[src/common/cld_cfg.svh]
// register map, reset values and timing counts of the cold load detector
`ifndef CLD_CFG_SVH
`define CLD_CFG_SVH
// register byte addresses
`define CLD_ADDR_CTRL     12'h000
`define CLD_ADDR_LOW      12'h004
`define CLD_ADDR_HIGH     12'h008
`define CLD_ADDR_OVER     12'h00C
`define CLD_ADDR_START_DELAY_TIME     12'h010
`define CLD_ADDR_MAXIMUM_START_TIME     12'h014
`define CLD_ADDR_MINIMUM_HOLD_TIME     12'h018
`define CLD_ADDR_STAT     12'h01C
// control fields
`define CLD_CTRL_MODE_LSB 0
`define CLD_CTRL_MODE_MSB 2
`define CLD_CTRL_INDIV    3
// status fields
`define CLD_STAT_ACT      0
`define CLD_STAT_INH      1
`define CLD_STAT_COND_LSB 2
`define CLD_STAT_COND_MSB 4
`define CLD_STAT_MODE_LSB 5
`define CLD_STAT_MODE_MSB 7
`define CLD_STAT_LOW      8
`define CLD_STAT_HIGH     9
`define CLD_STAT_OVER     10
`define CLD_STAT_TOP      31
// thresholds in hundredths of nominal current
`define CLD_RST_CTRL      4'h0
`define CLD_RST_LOW       12'h014
`define CLD_RST_HIGH      12'h078
`define CLD_RST_OVER      12'h0C8
// percent figures for pick-up and release
`define CLD_FULL_PCT      20'h00064
`define CLD_HYST_PCT      20'h00061
// program cycle and timers, times in ms, timers in cycle steps
`define CLD_CYCLE_MS      5
`define CLD_PCLK_NS       50
`define CLD_CYCLE_CLKS    (`CLD_CYCLE_MS * 1000000 / `CLD_PCLK_NS)
`define CLD_START_DELAY_TIME_MS       10000
`define CLD_MAXIMUM_START_TIME_MS       30000
`define CLD_MINIMUM_HOLD_TIME_MS       40
`define CLD_RST_START_DELAY_TIME      (`CLD_START_DELAY_TIME_MS / `CLD_CYCLE_MS)
`define CLD_RST_MAXIMUM_START_TIME      (`CLD_MAXIMUM_START_TIME_MS / `CLD_CYCLE_MS)
`define CLD_RST_MINIMUM_HOLD_TIME      (`CLD_MINIMUM_HOLD_TIME_MS / `CLD_CYCLE_MS)
`endif

[src/common/cld_pkg.sv]
// types shared by the cold load detector
package cld_pkg;
    typedef enum logic [2:0] {
        CLD_MODE_ON, CLD_MODE_BLOCKED, CLD_MODE_TEST,
        CLD_MODE_TEST_BLK, CLD_MODE_OFF
    } cld_mode_type;
    typedef enum logic [2:0] {
        COND_NORMAL, COND_CURR_LOW, COND_OVERCURRENT,
        COND_PICKUP_ON, COND_PICKUP_BLOCKED
    } cld_cond_type;
    typedef enum logic [1:0] {
        ST_WAIT, ST_ACTIVE, ST_INHIBIT
    } cld_state_type;
    // phase magnitudes in hundredths of nominal current
    typedef struct packed {
        logic [11:0] l1;
        logic [11:0] l2;
        logic [11:0] l3;
    } cld_phase_type;
    // one-cycle transition pulses for event logging
    typedef struct packed {
        logic pickup_on;
        logic pickup_off;
        logic inhibit_on;
        logic inhibit_off;
    } cld_event_type;
endpackage

[src/hdl/cld_detector.sv]
// cold load pick-up detector with apb settings and status
//
// The implementer's own choices: the address map and the APB interface to the registers.
`timescale 1ns/1ps
`include "cld_cfg.svh"
module cld_detector #(
    parameter int unsigned CYCLE_CLKS = `CLD_CYCLE_CLKS
) (
    input  wire logic                   pclk,
    input  wire logic                   presetn,
    input  wire logic                   psel,
    input  wire logic                   penable,
    input  wire logic                   pwrite,
    input  wire logic [11:0]            paddr,
    input  wire logic [31:0]            pwdata,
    output logic      [31:0]            prdata,
    output logic                        pready,
    output logic                        pslverr,
    input  wire cld_pkg::cld_phase_type measured_magnitude,
    input  wire logic                   blocking_input,
    output logic                        pickup_active_output,
    output logic                        inhibited_output,
    output cld_pkg::cld_cond_type       function_condition_status,
    output cld_pkg::cld_event_type      status_event
);
    import cld_pkg::*;

    // program cycle divider; eval follows tick so flags have settled
    logic [16:0] div_cnt;
    logic        tick;
    logic        eval;
    wire         div_end = (div_cnt == 17'(CYCLE_CLKS - 1));
    always_ff @(posedge pclk or negedge presetn) begin
        if (!presetn) begin
            div_cnt <= 17'h00000;
            tick    <= 1'b0;
            eval    <= 1'b0;
        end else begin
            div_cnt <= div_end ? 17'h00000 : div_cnt + 17'h00001;
            tick    <= div_end;
            eval    <= tick;
        end
    end

    // settings registers
    logic [3:0]  ctrl;
    logic [11:0] thr [3];
    logic [18:0] start_delay_time;
    logic [18:0] maximum_start_time;
    logic [18:0] minimum_hold_time;

    // apb decode
    wire setup    = psel && !penable;
    wire wr_en    = psel && penable && pwrite && pready;
    wire sel_ctrl = (paddr == `CLD_ADDR_CTRL);
    wire sel_low  = (paddr == `CLD_ADDR_LOW);
    wire sel_high = (paddr == `CLD_ADDR_HIGH);
    wire sel_over = (paddr == `CLD_ADDR_OVER);
    wire sel_start_delay_time = (paddr == `CLD_ADDR_START_DELAY_TIME);
    wire sel_maximum_start_time = (paddr == `CLD_ADDR_MAXIMUM_START_TIME);
    wire sel_minimum_hold_time = (paddr == `CLD_ADDR_MINIMUM_HOLD_TIME);
    wire sel_stat = (paddr == `CLD_ADDR_STAT);
    wire mapped   = sel_ctrl || sel_low || sel_high || sel_over ||
                    sel_start_delay_time || sel_maximum_start_time || sel_minimum_hold_time || sel_stat;

    // register writes; new values act from the next program cycle
    always_ff @(posedge pclk or negedge presetn) begin
        if (!presetn) begin
            ctrl   <= `CLD_RST_CTRL;
            thr[0] <= `CLD_RST_LOW;
            thr[1] <= `CLD_RST_HIGH;
            thr[2] <= `CLD_RST_OVER;
            start_delay_time   <= 19'(`CLD_RST_START_DELAY_TIME);
            maximum_start_time   <= 19'(`CLD_RST_MAXIMUM_START_TIME);
            minimum_hold_time   <= 19'(`CLD_RST_MINIMUM_HOLD_TIME);
        end else if (wr_en) begin
            if (sel_ctrl) begin
                ctrl <= pwdata[3:0];
            end else if (sel_low) begin
                thr[0] <= pwdata[11:0];
            end else if (sel_high) begin
                thr[1] <= pwdata[11:0];
            end else if (sel_over) begin
                thr[2] <= pwdata[11:0];
            end else if (sel_start_delay_time) begin
                start_delay_time <= pwdata[18:0];
            end else if (sel_maximum_start_time) begin
                maximum_start_time <= pwdata[18:0];
            end else if (sel_minimum_hold_time) begin
                minimum_hold_time <= pwdata[18:0];
            end
        end
    end

    // operating mode; without the individual mode bit the function runs on
    wire [2:0]    mode_bits = ctrl[`CLD_CTRL_MODE_MSB:`CLD_CTRL_MODE_LSB];
    wire          indiv     = ctrl[`CLD_CTRL_INDIV];
    cld_mode_type mode;
    assign mode = !indiv ? CLD_MODE_ON :
                  (mode_bits > 3'h4) ? CLD_MODE_OFF :
                  cld_mode_type'(mode_bits);
    wire       mode_off = (mode == CLD_MODE_OFF);
    wire       mode_blk = (mode == CLD_MODE_BLOCKED) ||
                          (mode == CLD_MODE_TEST_BLK);
    wire [2:0] mode_vis = indiv ? mode : 3'h0;

    // per phase, per threshold comparators with fixed release ratio
    wire [11:0] mag [3];
    wire [8:0]  exc;
    assign mag[0] = measured_magnitude.l1;
    assign mag[1] = measured_magnitude.l2;
    assign mag[2] = measured_magnitude.l3;
    for (genvar t = 0; t < 3; t++) begin : g_thr
        // one value for all phases, scaled once
        wire [19:0] thr_full = 20'(thr[t]) * `CLD_FULL_PCT;
        wire [19:0] thr_rel  = 20'(thr[t]) * `CLD_HYST_PCT;
        for (genvar p = 0; p < 3; p++) begin : g_ph
            wire [19:0] m = 20'(mag[p]) * `CLD_FULL_PCT;
            logic       hit;
            always_ff @(posedge pclk or negedge presetn) begin
                if (!presetn) begin
                    hit <= 1'b0;
                end else if (tick) begin
                    if (m > thr_full) begin
                        hit <= 1'b1;
                    end else if (m <= thr_rel) begin
                        hit <= 1'b0;
                    end
                end
            end
            assign exc[t * 3 + p] = hit;
        end
    end

    // combined conditions
    wire low_cond  = ~|exc[2:0];
    wire high_cond = &exc[5:3];
    wire over_cond = |exc[8:6];

    // blocking is taken once per cycle so a mid-cycle edge cannot split it
    logic blk_q;
    always_ff @(posedge pclk or negedge presetn) begin
        if (!presetn) begin
            blk_q <= 1'b0;
        end else if (tick) begin
            blk_q <= blocking_input || mode_blk;
        end
    end

    // sequence state and timers, counted in program cycles
    cld_state_type state;
    cld_state_type next_state;
    logic [18:0]   low_cnt;
    logic [18:0]   min_cnt;
    logic [18:0]   max_cnt;
    wire pick_fire  = low_cond && (low_cnt >= start_delay_time);
    wire min_done   = (min_cnt >= minimum_hold_time);
    wire max_done   = high_cond && (max_cnt >= maximum_start_time);
    wire start_over = !high_cond && !low_cond && min_done;

    // next state; overcurrent, block and maximum timer beat the hold time
    always_comb begin
        next_state = state;
        case (state)
            ST_WAIT: begin
                if (pick_fire) begin
                    next_state = blk_q ? ST_INHIBIT : ST_ACTIVE;
                end
            end
            ST_ACTIVE: begin
                if (blk_q) begin
                    next_state = ST_WAIT;
                end else if (over_cond) begin
                    next_state = ST_WAIT;
                end else if (max_done) begin
                    next_state = ST_WAIT;
                end else if (start_over) begin
                    next_state = ST_WAIT;
                end
            end
            ST_INHIBIT: begin
                if (!low_cond) begin
                    next_state = ST_WAIT;
                end
            end
            default: begin
                next_state = ST_WAIT;
            end
        endcase
        if (mode_off) begin
            next_state = ST_WAIT;
        end
    end

    // timers advance once per program cycle
    always_ff @(posedge pclk or negedge presetn) begin
        if (!presetn) begin
            state   <= ST_WAIT;
            low_cnt <= 19'h00000;
            min_cnt <= 19'h00000;
            max_cnt <= 19'h00000;
        end else if (eval) begin
            state   <= next_state;
            low_cnt <= (state == ST_WAIT && low_cond && !pick_fire) ?
                       low_cnt + 19'h00001 : 19'h00000;
            min_cnt <= (state != ST_ACTIVE) ? 19'h00000 :
                       min_done ? min_cnt : min_cnt + 19'h00001;
            max_cnt <= (state == ST_ACTIVE && high_cond) ?
                       max_cnt + 19'h00001 : 19'h00000;
        end
    end

    // outputs and condition status
    wire          next_act = (next_state == ST_ACTIVE);
    wire          next_inh = (next_state == ST_INHIBIT);
    cld_cond_type next_cond;
    assign next_cond = next_inh  ? COND_PICKUP_BLOCKED :
                       next_act  ? COND_PICKUP_ON :
                       over_cond ? COND_OVERCURRENT :
                       low_cond  ? COND_CURR_LOW : COND_NORMAL;

    // events last exactly one clock, only on a real change
    always_ff @(posedge pclk or negedge presetn) begin
        if (!presetn) begin
            pickup_active_output      <= 1'b0;
            inhibited_output          <= 1'b0;
            function_condition_status <= COND_NORMAL;
            status_event              <= '0;
        end else if (eval) begin
            pickup_active_output      <= next_act;
            inhibited_output          <= next_inh;
            function_condition_status <= next_cond;
            status_event <= '{
                pickup_on:   next_act && !pickup_active_output,
                pickup_off:  !next_act && pickup_active_output,
                inhibit_on:  next_inh && !inhibited_output,
                inhibit_off: !next_inh && inhibited_output
            };
        end else begin
            status_event <= '0;
        end
    end

    // status word
    wire [31:0] stat_word;
    assign stat_word[`CLD_STAT_ACT] = pickup_active_output;
    assign stat_word[`CLD_STAT_INH] = inhibited_output;
    assign stat_word[`CLD_STAT_COND_MSB:`CLD_STAT_COND_LSB] =
        function_condition_status;
    assign stat_word[`CLD_STAT_MODE_MSB:`CLD_STAT_MODE_LSB] = mode_vis;
    assign stat_word[`CLD_STAT_LOW]  = low_cond;
    assign stat_word[`CLD_STAT_HIGH] = high_cond;
    assign stat_word[`CLD_STAT_OVER] = over_cond;
    assign stat_word[`CLD_STAT_TOP:`CLD_STAT_OVER + 1] = 21'h000000;

    // read selection
    wire [31:0] rd_mux = sel_ctrl ? {28'h0000000, ctrl} :
                         sel_low  ? {20'h00000, thr[0]} :
                         sel_high ? {20'h00000, thr[1]} :
                         sel_over ? {20'h00000, thr[2]} :
                         sel_start_delay_time ? {13'h0000, start_delay_time} :
                         sel_maximum_start_time ? {13'h0000, maximum_start_time} :
                         sel_minimum_hold_time ? {13'h0000, minimum_hold_time} :
                         sel_stat ? stat_word : 32'h00000000;

    // apb answer: one access cycle, error on unmapped address
    always_ff @(posedge pclk or negedge presetn) begin
        if (!presetn) begin
            pready  <= 1'b0;
            prdata  <= 32'h00000000;
            pslverr <= 1'b0;
        end else begin
            pready  <= setup;
            prdata  <= (setup && !pwrite) ? rd_mux : 32'h00000000;
            pslverr <= setup && !mapped;
        end
    end
endmodule

[config.mk]
export PLATFORM = sky130hd
export DESIGN_NAME = cld_detector
export DESIGN_NICKNAME = d
export VERILOG_FILES = /design/src/common/cld_pkg.sv /design/src/hdl/cld_detector.sv
export VERILOG_INCLUDE_DIRS = /design/src /design/src/common
export SDC_FILE = /design/constraint.sdc
export NUM_CORES = 1
export LEC_CHECK = 0
export BUFFER_PORTS_ARGS = -buffer_cell sky130_fd_sc_hd__buf_4
export CAP_MARGIN = 20
export CELL_PAD_IN_SITES_DETAIL_PLACEMENT = 1
export CELL_PAD_IN_SITES_GLOBAL_PLACEMENT = 1
export CORE_UTILIZATION = 54
export CTS_BUF_LIST = sky130_fd_sc_hd__clkbuf_16
export DETAILED_ROUTE_END_ITERATION = 7
export HOLD_SLACK_MARGIN = 0.02
export PLACE_DENSITY_LB_ADDON = 0.1
export SLEW_MARGIN = 20
export SYNTH_ARGS = -nofsm -noshare
export SYNTH_HDL_FRONTEND = slang
export SYNTH_SLANG_ARGS = --single-unit
[constraint.sdc]
create_clock -name pclk -period 8.36 [get_ports pclk]
set_clock_uncertainty 0.05 [all_clocks]
set_input_delay 0.418 -clock pclk [delete_from_list [all_inputs] [get_ports pclk]]
set_output_delay 0.418 -clock pclk [all_outputs]
set_load 0.01 [all_outputs]
==> impl_metrics.prom <==
# TYPE chip_impl_metric gauge
chip_impl_metric{name="storage_element_area",unit="µm²"} 5380
chip_impl_info{name="grt_most_used_layer",value="met2"} 1
chip_impl_metric{name="half_perimeter_wire_length_of_the_detailed_placement_result",unit="µm"} 74300
chip_impl_metric{name="clk_latency",unit="ps"} 530
chip_impl_metric{name="initial_drc_count",unit=""} 1444
chip_impl_metric{name="switching_share",unit="%"} 44.2
chip_impl_metric{name="synth-edff-count",unit=""} 0
chip_impl_metric{name="wl_per_cell",unit="µm"} 24.4
chip_impl_metric{name="fillCellCount",unit=""} 5677
chip_impl_metric{name="postSynthRegisterBits",unit=""} 214
chip_impl_metric{name="ctsResizeCount",unit=""} 0
chip_impl_metric{name="finalNonFillerCells",unit=""} 3746
chip_impl_metric{name="top_level_ports",unit=""} 129
chip_impl_metric{name="clock_path_buffers",unit=""} 3
chip_impl_metric{name="place_inst",unit=""} 3701
chip_impl_metric{name="global_routing_usage_summed_across_all_routing_layers",unit="%"} 36.5
chip_impl_metric{name="timing.max_slew.rel_slack",unit="%"} 19.0
chip_impl_metric{name="overflow_left_after_global_routing",unit=""} 0
chip_impl_metric{name="detail_route.vias_per_cell",unit=""} 6.32
chip_impl_metric{name="place_congestion",unit=""} 0.966
chip_impl_metric{name="leakagePower",unit="nW"} 14.8
chip_impl_metric{name="clk_pin_slew",unit="ps"} 60
chip_impl_metric{name="die_extent_in_x",unit="µm"} 224
chip_impl_info{name="largest_family_of_logic_cells_by_synthesized_area",value="adder cells"} 1
chip_impl_metric{name="final-setup-viol-count",unit=""} 0
chip_impl_metric{name="layout.core_utilization",unit="%"} 59.5
chip_impl_metric{name="core.rowCount",unit=""} 81
chip_impl_metric{name="netlist-cell-type-count",unit=""} 80
chip_impl_metric{name="initial_antenna_violation_count",unit=""} 2
chip_impl_metric{name="number_of_buffers_added_by_the_clock_tree_synthesis_step",unit=""} 23
chip_impl_metric{name="setup.reg_to_reg.worst_slack",unit="ps"} 2180
chip_impl_metric{name="period_share",unit="%"} 73.9
chip_impl_info{name="hp-class",value="in2reg"} 1
chip_impl_metric{name="synth-adder-area-share",unit="%"} 35.1
chip_impl_metric{name="power_density_over_the_cells",unit="nW/µm²"} 162
chip_impl_metric{name="grt_pass1_wl",unit="µm"} 142000
chip_impl_metric{name="seq_area_frac_synth",unit="%"} 20.2
chip_impl_metric{name="final_nets",unit=""} 3846
chip_impl_info{name="critical_path.endpoint_type",value="register"} 1
chip_impl_metric{name="clock_power_share",unit="%"} 20.4
chip_impl_metric{name="setup_tns",unit="ps"} 0
chip_impl_metric{name="synth_xor_xnor_area_share",unit="%"} 5.26
chip_impl_metric{name="sequentialPowerShare",unit="%"} 22.2
chip_impl_metric{name="period_needed",unit="ps"} 6180
chip_impl_metric{name="tightest_slew",unit="ps"} 1210
chip_impl_info{name="critical_path.slowest_cell",value="sky130_fd_sc_hd__dfstp_2"} 1
chip_impl_info{name="critical_path.top_delay_family",value="adder cells"} 1
chip_impl_metric{name="final-hold-violation-count",unit=""} 0
chip_impl_metric{name="maxCapViolations",unit=""} 0
chip_impl_metric{name="clock.fmax",unit="MHz"} 162
chip_impl_metric{name="pwr-share-comb",unit="%"} 57.4
chip_impl_metric{name="maximum_number_of_pins_on_one_net_before_global_route_repair",unit=""} 90
chip_impl_metric{name="vias",unit=""} 23700
chip_impl_metric{name="netlist_area",unit="µm²"} 26600
chip_impl_info{name="rsz0062_at_grt",value="no"} 1
chip_impl_metric{name="met2_usage",unit="%"} 60.9
chip_impl_info{name="tritoncts_clock_tree",value="yes"} 1
chip_impl_info{name="worst_setup_path_start_kind",value="register"} 1
chip_impl_metric{name="dieArea",unit="µm²"} 50200
chip_impl_metric{name="cp_data_required_time",unit="ps"} 8760
chip_impl_metric{name="synth.mux.area_fraction",unit="%"} 4.75
chip_impl_metric{name="die_height",unit="µm"} 224
chip_impl_metric{name="port_buffers",unit=""} 102
chip_impl_metric{name="core_area",unit="µm²"} 48700
chip_impl_metric{name="vias_in_the_first_global_route",unit=""} 25400
chip_impl_metric{name="finalMaxSlewViolations",unit=""} 0
chip_impl_metric{name="synth_compound_gate_area_share",unit="%"} 16.0
chip_impl_metric{name="postRouteWirelength",unit="µm"} 91400
chip_impl_metric{name="area_growth_syn_to_layout",unit="%"} 8.93
chip_impl_metric{name="route.antenna.remaining_nets",unit=""} 0
chip_impl_info{name="root_buffer",value="sky130_fd_sc_hd__clkbuf_16"} 1
chip_impl_info{name="worstPathCellList",value="ha_1 -> ha_1 -> ha_1 -> inv_1 -> fa_1 -> inv_1 -> ha_1 -> o21ai_0 -> nand2b_1 -> a31o_2 -> o21ai_0 -> nand2b_1 -> a21oi_1 -> xor2_1 -> ha_1 -> nand4_1 -> nor4_1 -> a21oi_1 -> nand2_1 -> maj3_2 -> maj3_2 -> maj3_2 -> maj3_2 -> o21ai_1"} 1
chip_impl_metric{name="detailedRoute.firstPassIterationCount",unit=""} 7
chip_impl_metric{name="critical_path_arrival",unit="ps"} 6580
chip_impl_info{name="synth_ff_type",value="sky130_fd_sc_hd__dfrtp_1"} 1
chip_impl_info{name="path_common_cell",value="sky130_fd_sc_hd__ha_1"} 1
chip_impl_metric{name="peakVddDrop",unit="µV"} 130
chip_impl_metric{name="critical_path.n_buffers_inverters",unit=""} 2
chip_impl_metric{name="yosysWarningCount",unit=""} 0
chip_impl_metric{name="intPower",unit="W"} 0.00262
chip_impl_metric{name="drc",unit=""} 0
chip_impl_metric{name="critPathMaxFanout",unit=""} 6
chip_impl_info{name="outcome",value="finished clean"} 1
chip_impl_metric{name="multi_input_area",unit="µm²"} 19800
chip_impl_metric{name="synth.avg_cell_area",unit="µm²"} 9.04
chip_impl_metric{name="use_met1",unit="%"} 47.0
chip_impl_metric{name="asyncSetResetFlopFracSynth",unit="%"} 100
chip_impl_metric{name="clock-sinks",unit=""} 214
chip_impl_info{name="worst-setup-path-type",value="reg2reg"} 1
chip_impl_metric{name="postCtsSetupBuffers",unit=""} 0
chip_impl_metric{name="htree_num_levels",unit=""} 1
chip_impl_metric{name="globalRouteMet3Util",unit="%"} 5.31
chip_impl_metric{name="synthCells",unit=""} 2945
chip_impl_metric{name="initial_core_util",unit="%"} 54.6
chip_impl_metric{name="final_layout_size_suffix_gt1_share",unit="%"} 9.80
chip_impl_metric{name="cp_slowest_stage_delay",unit="ps"} 630
chip_impl_metric{name="yosys.area_share.simple",unit="%"} 12.9
chip_impl_metric{name="switchingPower",unit="W"} 0.00207
worst paths after layout:
path                                      start                               end  depth (start not counted)
max in group asynchronous               presetn           min_cnt[14]$_DFFE_PN0P_                          4
hold reg to reg            div_cnt[4]$_DFF_PN0_              div_cnt[4]$_DFF_PN0_                          1
hold / removal                       pwdata[12]  start_delay_time[12]$_DFFE_PN0P_                          2
min in group asynchronous               presetn              prdata[10]$_DFF_PN0_                          2
setup / recovery             thr[3]$_DFFE_PN1P_  g_thr[2].g_ph[1].hit$_DFFE_PN0P_                         24
setup reg to reg             thr[3]$_DFFE_PN1P_  g_thr[2].g_ph[1].hit$_DFFE_PN0P_                         24
Yosys cell counts (6+ instances only):
master	n	area [µm²]
sky130_fd_sc_hd__nor2b_1	41	257
sky130_fd_sc_hd__nor2_1	177	664
sky130_fd_sc_hd__dfrtp_1	191	4780
sky130_fd_sc_hd__fa_1	60	1200
sky130_fd_sc_hd__o21a_1	22	165
sky130_fd_sc_hd__a211oi_1	27	203
sky130_fd_sc_hd__nand4_1	66	413
sky130_fd_sc_hd__a21o_1	93	698
sky130_fd_sc_hd__xnor2_1	83	727
sky130_fd_sc_hd__dfstp_2	23	604
sky130_fd_sc_hd__buf_4	14	105
sky130_fd_sc_hd__nand2b_1	39	244
sky130_fd_sc_hd__o31ai_1	13	97.6
sky130_fd_sc_hd__and2_1	8	50.1
sky130_fd_sc_hd__and3_1	30	188
sky130_fd_sc_hd__nand2_1	156	586
sky130_fd_sc_hd__clkbuf_1	30	113
sky130_fd_sc_hd__o221ai_1	8	70.1
sky130_fd_sc_hd__mux2_2	90	1010
sky130_fd_sc_hd__a221oi_1	10	87.6
sky130_fd_sc_hd__and4_1	10	87.6
sky130_fd_sc_hd__o22ai_1	18	113
sky130_fd_sc_hd__o31a_1	6	52.6
sky130_fd_sc_hd__inv_1	342	1280
sky130_fd_sc_hd__nor3_1	44	220
sky130_fd_sc_hd__a21oi_1	160	801
sky130_fd_sc_hd__o2111ai_1	12	105
sky130_fd_sc_hd__nor3b_1	6	45.0
sky130_fd_sc_hd__o21ai_0	128	641
sky130_fd_sc_hd__xor2_1	77	674
sky130_fd_sc_hd__o211ai_1	19	143
sky130_fd_sc_hd__or3_1	15	93.8
sky130_fd_sc_hd__o21bai_1	12	90.1
sky130_fd_sc_hd__ha_1	636	7960
sky130_fd_sc_hd__a22oi_1	22	165
sky130_fd_sc_hd__maj3_1	14	140
sky130_fd_sc_hd__a31oi_1	34	213
sky130_fd_sc_hd__mux2i_1	25	250
sky130_fd_sc_hd__a31o_2	8	70.1
sky130_fd_sc_hd__nor4_1	13	81.3
sky130_fd_sc_hd__nand3_1	79	395
sky130_fd_sc_hd__a211o_1	7	61.3
sky130_fd_sc_hd__a2111oi_0	6	52.6
layout by cell type, fill, tap and decap left out, types with 34 or more instances in the layout:
master | Yosys | final
sky130_fd_sc_hd__nor2_1 | 177 | 177
sky130_fd_sc_hd__dfrtp_1 | 191 | 191
sky130_fd_sc_hd__nand3_1 | 79 | 79
sky130_fd_sc_hd__xor2_1 | 77 | 76
sky130_fd_sc_hd__nand4_1 | 66 | 66
sky130_fd_sc_hd__a31oi_1 | 34 | 34
sky130_fd_sc_hd__a21oi_1 | 160 | 160
sky130_fd_sc_hd__ha_1 | 636 | 636
sky130_fd_sc_hd__xnor2_1 | 83 | 78
sky130_fd_sc_hd__fa_1 | 60 | 60
sky130_fd_sc_hd__nand2b_1 | 39 | 39
sky130_fd_sc_hd__inv_1 | 342 | 353
sky130_fd_sc_hd__nor3_1 | 44 | 43
sky130_fd_sc_hd__mux2_2 | 90 | 90
sky130_fd_sc_hd__o21ai_0 | 128 | 128
sky130_fd_sc_hd__nand2_1 | 156 | 156
sky130_fd_sc_hd__a21o_1 | 93 | 93
sky130_fd_sc_hd__buf_4 | 14 | 131
sky130_fd_sc_hd__nor2b_1 | 41 | 41
flip-flops by register name (all words and copies together), names as in the netlist, 9 cells and up:
name,cells
max_cnt,19
minimum_hold_time,19
maximum_start_time,19
min_cnt,19
div_cnt,17
thr,36
g_thr.g_ph.hit,9
low_cnt,19
prdata,19
start_delay_time,19
timing repair:
action,CTS,global route
endpoints found under the hold margin,78,0
hold buffers,1,0
setup endpoints to repair,0,0
logic make-up (layout without fill, tap and decap cells):
group	after synthesis	count (layout)
other	1	14
buffers and inverters	393	517
AO/OA/AOI/OAI	651	651
AND/OR/NAND/NOR	697	697
adder cells (fa/ha/maj)	714	714
multiplexers	115	115
flip-flops	214	214
XOR/XNOR	160	160
cell type report:
class	instances	share of cell area (%)
multi-input cells	2350	68.3
inverters	342	4.43
repair buffers	133	3.48
clock inverters	19	0.371
diodes	1	0.00863
flip-flops and latches	214	18.6
clock buffers	23	1.98
well taps	664	2.86
through the flow:
stage	setup WS (ps)	hold slack [ps]	instance area, µm²	total power (W)
global route	1860	98.7	29000	0.00498
CTS	2280	87.6	29000	0.00462
global placement	2430	402	28300	0.00345
detailed placement	2300	415	28300	0.00365
finish	2180	101	29000	0.00469
floorplan	3030	72.4	26700	0.00269
routing by layer:
metal  wire length (µm)  part of all wire (%)
met3               5500                   6.0
met2              42300                    46
met4               4400                   4.8
met5                 12                 0.013
met1              39200                    43
power by group through the flow:
stage / Combinational [W] / Sequential [W] / Clock (W)
2_1_floorplan: 0.00163 / 0.00106 / 0
3_5_place_dp: 0.00259 / 0.00106 / 0
5_1_grt: 0.00293 / 0.00104 / 0.00101
6_report: 0.00269 / 0.00104 / 0.000959
3_3_place_gp: 0.00239 / 0.00106 / 0
4_1_cts: 0.00261 / 0.00104 / 0.000969
No activity file was read; power rests on OpenSTA's default activity.
